$ cat config.mk
export PLATFORM = sky130hd
export DESIGN_NAME = config_eeprom_map
export DESIGN_NICKNAME = d
export VERILOG_FILES = /design/src/cfg_store_pkg.sv /design/src/config_eeprom_map.sv
export SDC_FILE = /design/constraint.sdc
export NUM_CORES = 2
export LEC_CHECK = 0
export ABC_AREA = 1
export BUFFER_PORTS_ARGS = -buffer_cell sky130_fd_sc_hd__buf_2
export CORE_ASPECT_RATIO = 2
export CORE_MARGIN = 4
export CORE_UTILIZATION = 40
export DETAILED_ROUTE_END_ITERATION = 16
export PLACE_DENSITY = 0.58
export SYNTH_ARGS = -nofsm -noshare
export SYNTH_HDL_FRONTEND = slang
export SYNTH_SLANG_ARGS = --single-unit
$ cat constraint.sdc
create_clock -name clk -period 70.1 [get_ports clk]
set_input_delay 3.505 -clock clk [delete_from_list [all_inputs] [get_ports clk]]
set_output_delay 3.505 -clock clk [all_outputs]
set_load 0.005 [all_outputs]
$ cat src/cfg_store_pkg.sv
// package for the nonvolatile configuration store: word and byte map, control bits,
// memory command codes and timing figures.
// assumes a 64 x 16 store and a 50 MHz system clock.
package cfg_store_pkg;

    localparam int WORD_COUNT = 64;
    localparam int WORD_BITS = 16;
    localparam int ADDR_BITS = 6;

    // word index boundaries
    localparam logic [5:0] FACTORY_LAST = 6'h04;
    localparam logic [5:0] USER_FIRST = 6'h05;
    localparam logic [5:0] USER_LAST = 6'h18;
    localparam logic [5:0] RESV_FIRST = 6'h1E;
    localparam logic [5:0] RESV_LAST = 6'h2F;
    localparam logic [5:0] FREE_FIRST = 6'h30;

    // byte indices (byte 2w is low half of word w)
    localparam int B_CTRL1 = 10;
    localparam int B_CTRL2 = 11;
    localparam int B_FIXED_IP = 12;
    localparam int B_PORTA = 16;
    localparam int B_PORTB = 21;
    localparam int B_PORTC = 26;
    localparam int B_RPT_MASK = 32;
    localparam int B_RPT_FILTER = 35;
    localparam int B_RPT_RATE = 36;
    localparam int B_RPT_MAC = 38;
    localparam int B_RPT_IP = 44;
    localparam int B_RPT_PORT = 48;
    localparam int B_SUBNET = 50;
    localparam int B_GATEWAY = 54;
    localparam int B_PROG_PORT = 58;
    localparam int BYTE_COUNT = 60;

    // preset field offsets within one port's five bytes
    localparam int P_DIR = 0;
    localparam int P_VAL = 1;
    localparam int P_THR = 2;
    localparam int P_PULL = 3;
    localparam int P_HYST = 4;

    // active-low enable bits of the primary control byte
    localparam int EN_FIXED_IP = 0;
    localparam int EN_PRESET = 1;
    localparam int EN_REPORT = 2;

    localparam logic [15:0] ERASED_WORD = 16'hFFFF;
    localparam logic [7:0] ERASED_BYTE = 8'hFF;

    // memory command codes on the command port
    localparam logic [2:0] CMD_READ = 3'h0;
    localparam logic [2:0] CMD_WRITE = 3'h1;
    localparam logic [2:0] CMD_ERASE = 3'h2;
    localparam logic [2:0] CMD_WREN = 3'h3;
    localparam logic [2:0] CMD_WRDIS = 3'h4;

    localparam logic [1:0] STATUS_OK = 2'h0;
    localparam logic [1:0] STATUS_REFUSED = 2'h1;
    localparam logic [1:0] STATUS_BAD_CMD = 2'h2;

    // write time of the memory cell
    localparam int CLK_MHZ = 50;
    localparam int WRITE_TIME_NS = 100;
    localparam int WRITE_CYCLES = (WRITE_TIME_NS * CLK_MHZ + 999) / 1000;

endpackage

$ cat src/config_eeprom_map.sv
// configuration store: 64 x 16 array, host command port, power-up loader that
// decodes the stored map into settings outputs.
// assumes one clock; host commands arrive as single validated packets.
//
// Functional notes
// store is 64 words of 16 bits, addressed by word index
// writes to words 0 to 4 are always refused
// words 5 to 24 hold user settings decoded by the loader
// host leaves words 30 to 47 erased to all ones
// words 48 to 63 are plain user data with no meaning
// word w splits into low byte 2w and high byte 2w+1
// word 5 holds control bytes; words 6-7 fixed network address
// port A presets at bytes 16 to 20
// port B presets at bytes 21 to 25
// port C presets at bytes 26 to 30, byte 31 reserved
// report masks at bytes 32-34, filter count at byte 35
// report scan rate is word 18, low byte 36
// report hardware address at bytes 38 to 43, byte 1 lowest
// report network address at bytes 44 to 47, byte 1 lowest
// report port number is word 24, low byte 48
// subnet mask at bytes 50 to 53, byte 1 lowest
// gateway at bytes 54-57; programmable port word 29
// erased reads all ones, so enable bits are active low
// control bit 0 fixed address, 1 presets, 2 reports
// host keeps control bits 3 to 7 at one
// control value 255 disables all three functions
// write and erase refused unless write enable issued first
// write-protect jumper blocks all writes and erases
// host sends each memory command as one packet
// after power-up apply only settings whose enable bit is cleared; the code loads ctrl_secondary and prog_port whatever the enable bits
`timescale 1ns/10ps

module config_eeprom_map
    import cfg_store_pkg::*;
#(
    parameter int DEPTH = WORD_COUNT,
    parameter int WIDTH = WORD_BITS
)
(
    input wire logic clk,
    input wire logic reset_n,
    input wire logic write_protect_jumper,
    input wire logic cmd_valid,
    input wire logic [2:0] cmd_op,
    input wire logic [ADDR_BITS-1:0] cmd_addr,
    input wire logic [WIDTH-1:0] cmd_data,
    output logic cmd_done,
    output logic [1:0] cmd_status,
    output logic [WIDTH-1:0] rd_data,
    output logic write_enabled,
    output logic busy,
    output logic load_done,
    output logic fixed_ip_en,
    output logic preset_en,
    output logic periodic_input_report_en,
    output logic [7:0] ctrl_secondary,
    output logic [31:0] fixed_ip,
    output logic [39:0] preset_a,
    output logic [39:0] preset_b,
    output logic [39:0] preset_c,
    output logic [23:0] report_mask,
    output logic [7:0] report_filter,
    output logic [15:0] report_rate,
    output logic [47:0] report_mac,
    output logic [31:0] report_ip,
    output logic [15:0] report_port,
    output logic [31:0] subnet_mask,
    output logic [31:0] gateway,
    output logic [15:0] prog_port
);

    typedef enum logic [3:0]
    {
        S_LOAD = 4'b0001,
        S_APPLY = 4'b0010,
        S_IDLE = 4'b0100,
        S_WRITE = 4'b1000
    } state_e;

    logic [WIDTH-1:0] mem [DEPTH];
    logic [7:0] shadow [BYTE_COUNT];
    logic rst_meta;
    logic rst_sync;
    logic wp_meta;
    logic wp_sync;
    state_e state;
    logic [ADDR_BITS-1:0] load_idx;
    logic [7:0] wait_cnt;
    logic mem_we;
    logic [ADDR_BITS-1:0] mem_waddr;
    logic [WIDTH-1:0] mem_wdata;
    logic [7:0] ctrl_primary;

    // byte b of the map picks the low or high half of word b/2
    function automatic logic [7:0] map_byte(input int b);
        map_byte = shadow[b];
    endfunction

    // five preset bytes, direction lowest
    function automatic logic [39:0] preset_of(input int base);
        preset_of = {map_byte(base + P_HYST), map_byte(base + P_PULL),
                     map_byte(base + P_THR), map_byte(base + P_VAL),
                     map_byte(base + P_DIR)};
    endfunction

    // four-byte address with byte 1 in the low bits
    function automatic logic [31:0] quad_of(input int base);
        quad_of = {map_byte(base + 3), map_byte(base + 2),
                   map_byte(base + 1), map_byte(base)};
    endfunction

    // a write or erase may touch only non-factory words, with enable set and jumper off
    function automatic logic may_write(input logic [ADDR_BITS-1:0] a, input logic en,
                                       input logic wp);
        may_write = (a > FACTORY_LAST) && en && !wp;
    endfunction

    // primary control byte as a plain vector, so single enable bits can be selected
    assign ctrl_primary = map_byte(B_CTRL1);

    // reset release through two flops
    always_ff @(posedge clk or negedge reset_n)
    begin
        if (!reset_n)
        begin
            rst_meta <= 1'b0;
            rst_sync <= 1'b0;
        end
        else
        begin
            rst_meta <= 1'b1;
            rst_sync <= rst_meta;
        end
    end

    // jumper is a board pin, synchronised before use
    always_ff @(posedge clk or negedge rst_sync)
    begin
        if (!rst_sync)
        begin
            wp_meta <= 1'b1;
            wp_sync <= 1'b1;
        end
        else
        begin
            wp_meta <= write_protect_jumper;
            wp_sync <= wp_meta;
        end
    end

    // storage array: 64 words, no reset so it behaves like the real cell array;
    // a plain clocked process so the array can also be filled from outside like a programmed chip
    always @(posedge clk)
    begin
        if (mem_we)
        begin
            mem[mem_waddr] <= mem_wdata;
        end
    end

    // loader walks the used words into the byte shadow, then commands are served
    always_ff @(posedge clk or negedge rst_sync)
    begin
        if (!rst_sync)
        begin
            state <= S_LOAD;
            load_idx <= '0;
            wait_cnt <= '0;
            mem_we <= 1'b0;
            mem_waddr <= '0;
            mem_wdata <= '0;
            cmd_done <= 1'b0;
            cmd_status <= STATUS_OK;
            rd_data <= '0;
            write_enabled <= 1'b0;
            busy <= 1'b1;
            load_done <= 1'b0;
            for (int i = 0; i < BYTE_COUNT; i++)
            begin
                shadow[i] <= ERASED_BYTE;
            end
        end
        else
        begin
            mem_we <= 1'b0;
            cmd_done <= 1'b0;
            case (state)
                S_LOAD:
                begin
                    // only words 5 to 29 carry meaning; 30 up are never decoded
                    shadow[2 * load_idx] <= mem[load_idx][7:0];
                    shadow[2 * load_idx + 1] <= mem[load_idx][15:8];
                    if (load_idx == ADDR_BITS'(BYTE_COUNT / 2 - 1))
                    begin
                        state <= S_APPLY;
                    end
                    load_idx <= load_idx + 1'b1;
                end
                S_APPLY:
                begin
                    load_done <= 1'b1;
                    busy <= 1'b0;
                    state <= S_IDLE;
                end
                S_IDLE:
                begin
                    if (cmd_valid)
                    begin
                        cmd_done <= 1'b1;
                        cmd_status <= STATUS_OK;
                        case (cmd_op)
                            CMD_READ:
                            begin
                                rd_data <= mem[cmd_addr];
                            end
                            CMD_WREN:
                            begin
                                write_enabled <= 1'b1;
                            end
                            CMD_WRDIS:
                            begin
                                write_enabled <= 1'b0;
                            end
                            CMD_WRITE, CMD_ERASE:
                            begin
                                if (may_write(cmd_addr, write_enabled, wp_sync))
                                begin
                                    mem_we <= 1'b1;
                                    mem_waddr <= cmd_addr;
                                    // erase leaves the word all ones
                                    mem_wdata <= (cmd_op == CMD_ERASE) ? ERASED_WORD : cmd_data;
                                    cmd_done <= 1'b0;
                                    busy <= 1'b1;
                                    wait_cnt <= 8'(WRITE_CYCLES);
                                    state <= S_WRITE;
                                end
                                else
                                begin
                                    cmd_status <= STATUS_REFUSED;
                                end
                            end
                            default:
                            begin
                                cmd_status <= STATUS_BAD_CMD;
                            end
                        endcase
                    end
                end
                S_WRITE:
                begin
                    // new settings take effect only at the next power-up load
                    if (wait_cnt <= 8'h01)
                    begin
                        busy <= 1'b0;
                        cmd_done <= 1'b1;
                        state <= S_IDLE;
                    end
                    wait_cnt <= wait_cnt - 8'h01;
                end
                default:
                begin
                    state <= S_LOAD;
                end
            endcase
        end
    end

    // decoded settings; each group except ctrl_secondary and prog_port stays at the erased value unless enabled
    always_ff @(posedge clk or negedge rst_sync)
    begin
        if (!rst_sync)
        begin
            fixed_ip_en <= 1'b0;
            preset_en <= 1'b0;
            periodic_input_report_en <= 1'b0;
            ctrl_secondary <= ERASED_BYTE;
            fixed_ip <= '1;
            preset_a <= '1;
            preset_b <= '1;
            preset_c <= '1;
            report_mask <= '1;
            report_filter <= ERASED_BYTE;
            report_rate <= '1;
            report_mac <= '1;
            report_ip <= '1;
            report_port <= '1;
            subnet_mask <= '1;
            gateway <= '1;
            prog_port <= '1;
        end
        else if (state == S_APPLY)
        begin
            // a zero bit turns a function on; 255 leaves all three off
            fixed_ip_en <= !ctrl_primary[EN_FIXED_IP];
            preset_en <= !ctrl_primary[EN_PRESET];
            periodic_input_report_en <= !ctrl_primary[EN_REPORT];
            ctrl_secondary <= map_byte(B_CTRL2);
            if (!ctrl_primary[EN_FIXED_IP])
            begin
                fixed_ip <= quad_of(B_FIXED_IP);
                subnet_mask <= quad_of(B_SUBNET);
                gateway <= quad_of(B_GATEWAY);
            end
            if (!ctrl_primary[EN_PRESET])
            begin
                preset_a <= preset_of(B_PORTA);
                preset_b <= preset_of(B_PORTB);
                preset_c <= preset_of(B_PORTC);
            end
            if (!ctrl_primary[EN_REPORT])
            begin
                report_mask <= {map_byte(B_RPT_MASK + 2), map_byte(B_RPT_MASK + 1),
                                map_byte(B_RPT_MASK)};
                report_filter <= map_byte(B_RPT_FILTER);
                report_rate <= {map_byte(B_RPT_RATE + 1), map_byte(B_RPT_RATE)};
                report_mac <= {map_byte(B_RPT_MAC + 5), map_byte(B_RPT_MAC + 4),
                               quad_of(B_RPT_MAC)};
                report_ip <= quad_of(B_RPT_IP);
                report_port <= {map_byte(B_RPT_PORT + 1), map_byte(B_RPT_PORT)};
            end
            prog_port <= {map_byte(B_PROG_PORT + 1), map_byte(B_PROG_PORT)};
        end
    end

endmodule

==> flow_summary_export.csv <==
group,metric,value,unit
die,num_io_pins,438,
global_routing,antenna_found_initial,8,
route,drc_errors,0,
power,internal-power,1.69,mW
sta,hold_viol_final,0,
sta,fmax,141,MHz
setup_path,endpoint_kind,"register",
yosys,syn_nets,8033,
route,drt_pass1_iterations,9,
power,combPwrFrac,3.3,%
setup_path,reg2reg_depth,13,
setup_path,r2r-start,"load_idx[1]",
cts,cts_tree,"built",
setup_path,start_kind,"input port",
yosys,synth.distinct_cells,38,
yosys,synth_seq_cells,1865,
yosys,synth.largest_area_cell,"edfxtp_1",
setup_path,cp_top_family,"buffers and inverters",
placement,dpl_worst_slack,62.46,ns
setup_path,crit_fanout,97,
die,start_util,40.3,%
finish,fillers,18900,
power,leakage,38.2,nW
finish,final_area,0.0926,mm^2
finish,mostFrequentLayoutCells,"2,229 x nand2_1, 1,024 x edfxtp_1, 775 x dfstp_2, 675 x nand3_1, 620 x o21ai_0",
sta,fin_setup_tns,0,ns
yosys,yosys_warnings,0,
setup_path,r2r_slack,64.68,ns
die,core,0.204,mm^2
sta,relSlewSlack,0.948,%
yosys,syn-cell-area,0.0821,mm^2
route,ant_nets,0,
cts,cts_buffers,171,
power,vdd_drop_max,19.4,uV
power,total_power,2.17,mW
cts,numClockSinks,1865,
power,power_frac_seq,53.0,%
sta,worst_pin_slew,1.48,ns
sta,post-route-period-util,10.1,%
placement,placed_cell_area,0.0871,mm^2
route,via_per_inst,5.59,
yosys,yosys.area.top_type_share,37.5,%
sta,setup_viol_count_final,0,
global_routing,grt_pass1_vias,61300,
route,drt_iter0_markers,5951,
yosys,synth.avg_cell_area,10.3,um^2
flow_run,cap_violations,1,
status,status,"finished with violations",
setup_path,required,70.77,ns
power,power_density,23.4,mW/mm^2
setup_path,cp_slowest_cell,"buf_4",
die,die_w,328,um
sta,fin_crit,7.08,ns
power,power.switching,478,uW
setup_path,crit_chain,"buf_8 -> buf_4 -> buf_4 -> buf_4 -> nand2_1 -> nand3_1 -> nand2_1 -> nand2_1 -> nand3_1 -> nand3_1 -> nand3_1 -> nand3_1 -> nand2_1",
die,dieArea,0.213,mm^2
die,rows,234,
sta,fin_ws,63.02,ns
cts,htree_levels,4,
power,power.share.clock,43.6,%
global_routing,grt_max_degree,216,
setup_path,cp.depth,13,
cts,clk_latency,0.81,ns
yosys,synth-seq-area-share,64.3,%
status,violations,"max-capacitance violations",
finish,syn_to_final_growth,12.8,%
global_routing,grt_pass1_wl,428,mm
finish,final_common_cell,"nand2_1",
cts,clk_pin_slew,0.07,ns
setup_path,worst-setup-path-type,"input port to register",
cts,cts_resized,0,
placement,port_buffers,437,
cts,clock_path_buffers,4,
route,wire_per_inst,26.9,um
global_routing,overflow,0,
placement,place_hpwl,189,mm
route,drt_wl_total,300,mm
setup_path,critical_path_buf_inv_count,4,
sta,slew_viol_final,0,
global_routing,grt_usage,27.3,%
cts,cts-root-buf,"clkbuf_16",
yosys,yosys-top-cells-area,"edfxtp_1 37%, dfstp_2 25%, nand2_1 10%",
cts,post-cts-setup-buffers,0,
finish,fin_nets,8314,
setup_path,cp_data_arrival_time,7.75,ns
setup_path,critPathMaxStageDelay,0.89,ns
setup_path,crit_top_cell,"nand3_1",
setup_path,worstSetupEndpoint,"rd_data[7]",
setup_path,critPathLaunch,"cmd_addr[0]",
die,die_h,649,um
finish,final_util,45.4,%
placement,gp_congestion,0.940,
route,num_vias,62200,
sta,rsz0062_at_grt,"no",
cts,cts_hold_buffers,0,
power,switching_share,22.0,%
setup_path,r2r-end,"shadow[236]",
finish,drive_above_1_share,24.0,%
hold_path,min_path_type,"register to register",
sta,clock_skew,0.0314,ns
yosys,syn_inst,7998,
[layout make-up]
type / instances / area, um^2 / share of cell area (%)
antenna: 6 / 15.0 / 0.0162
clock buffer: 229 / 4760 / 5.14
clock inverter: 71 / 719 / 0.777
inverter: 499 / 1900 / 2.05
multi-input combinational: 5115 / 25300 / 27.3
sequential: 1865 / 52800 / 57.0
tap: 2714 / 3400 / 3.67
timing repair buffer: 627 / 3710 / 4.01
[flip-flops by register name, summed over array words and instances, names as in the netlist, 8 cells and up]
register,cells
mem,1024
shadow,384
report_mac,48
preset_a,40
preset_b,40
preset_c,40
fixed_ip,32
gateway,32
report_ip,32
subnet_mask,32
report_mask,24
mem_wdata,16
prog_port,16
rd_data,16
report_port,16
report_rate,16
ctrl_secondary,8
report_filter,8
wait_cnt,8
[per-stage QoR]
step / hold WS [ns] / instances
2_1_floorplan: 0.331 / 7998
3_3_place_gp: 0.339 / 10800
3_5_place_dp: 0.343 / 10800
4_1_cts: 0.358 / 11100
5_1_grt: 0.359 / 11100
6_report: 0.355 / 11100
[cell families after synthesis]
group | after synthesis | share of synthesized area, %
muxes | 337 | 4.62
DFF | 1865 | 64.3
buffers and inverters | 1018 | 5.08
AOI/OAI and AO/OA | 1216 | 7.98
other | 1 | 0.00457
adders and majority gates | 6 | 0.0915
xor gates and xnor gates | 10 | 0.107
and+or+nand+nor | 3545 | 17.8
[synthesized netlist by cell type]
master	n
mux2_1	108
conb_1	1
nand3b_1	36
nand3_2	1
edfxtp_1	1024
nor3b_1	1
o21ai_1	20
a21oi_1	382
nor4_1	10
clkbuf_1	272
or2_1	3
nor3_1	5
nand2_2	2
o21ai_0	620
or2_2	28
clkinv_1	4
inv_1	462
o21bai_1	1
ha_1	6
buf_4	21
a31oi_1	4
buf_2	173
nor2_2	19
buf_6	7
nor3_4	2
nand2_1	2229
inv_2	33
xor2_1	10
nand4_1	51
nand3_1	685
nor3_2	3
dfstp_2	775
nor2_1	470
o22ai_1	16
dfrtp_1	66
o211ai_1	173
buf_1	46
mux2_2	229
[metal layers]
layer / up-vias / global-route usage, % / wire [um]
li1: 27500 / - / -
met1: 30700 / 29.6 / 101000
met2: 3085 / 46.9 / 146000
met3: 944 / 4.23 / 21200
met4: 2 / 22.3 / 30600
met5: - / 0 / 13
[power by group through the flow]
stage | logic, mW | registers [mW] | clock network (mW)
2_1_floorplan | 0.0360 | 1.18 | 0
3_3_place_gp | 0.0709 | 1.17 | 0
3_5_place_dp | 0.0711 | 1.17 | 0
4_1_cts | 0.0713 | 1.15 | 0.964
5_1_grt | 0.0770 | 1.15 | 1.00
6_report | 0.0725 | 1.15 | 0.946
[worst min-delay path by stage]
stage	start	to	slack, ns	cells past startpoint
5_1_grt	rst_meta	rst_sync	0.36	0
3_5_place_dp	rst_meta	rst_sync	0.34	0
4_1_cts	rst_meta	rst_sync	0.36	0
2_1_floorplan	rst_meta	rst_sync	0.33	0
3_3_place_gp	rst_meta	rst_sync	0.34	0
6_report	rst_meta	rst_sync	0.36	0
(Power assumes the default switching activity.)
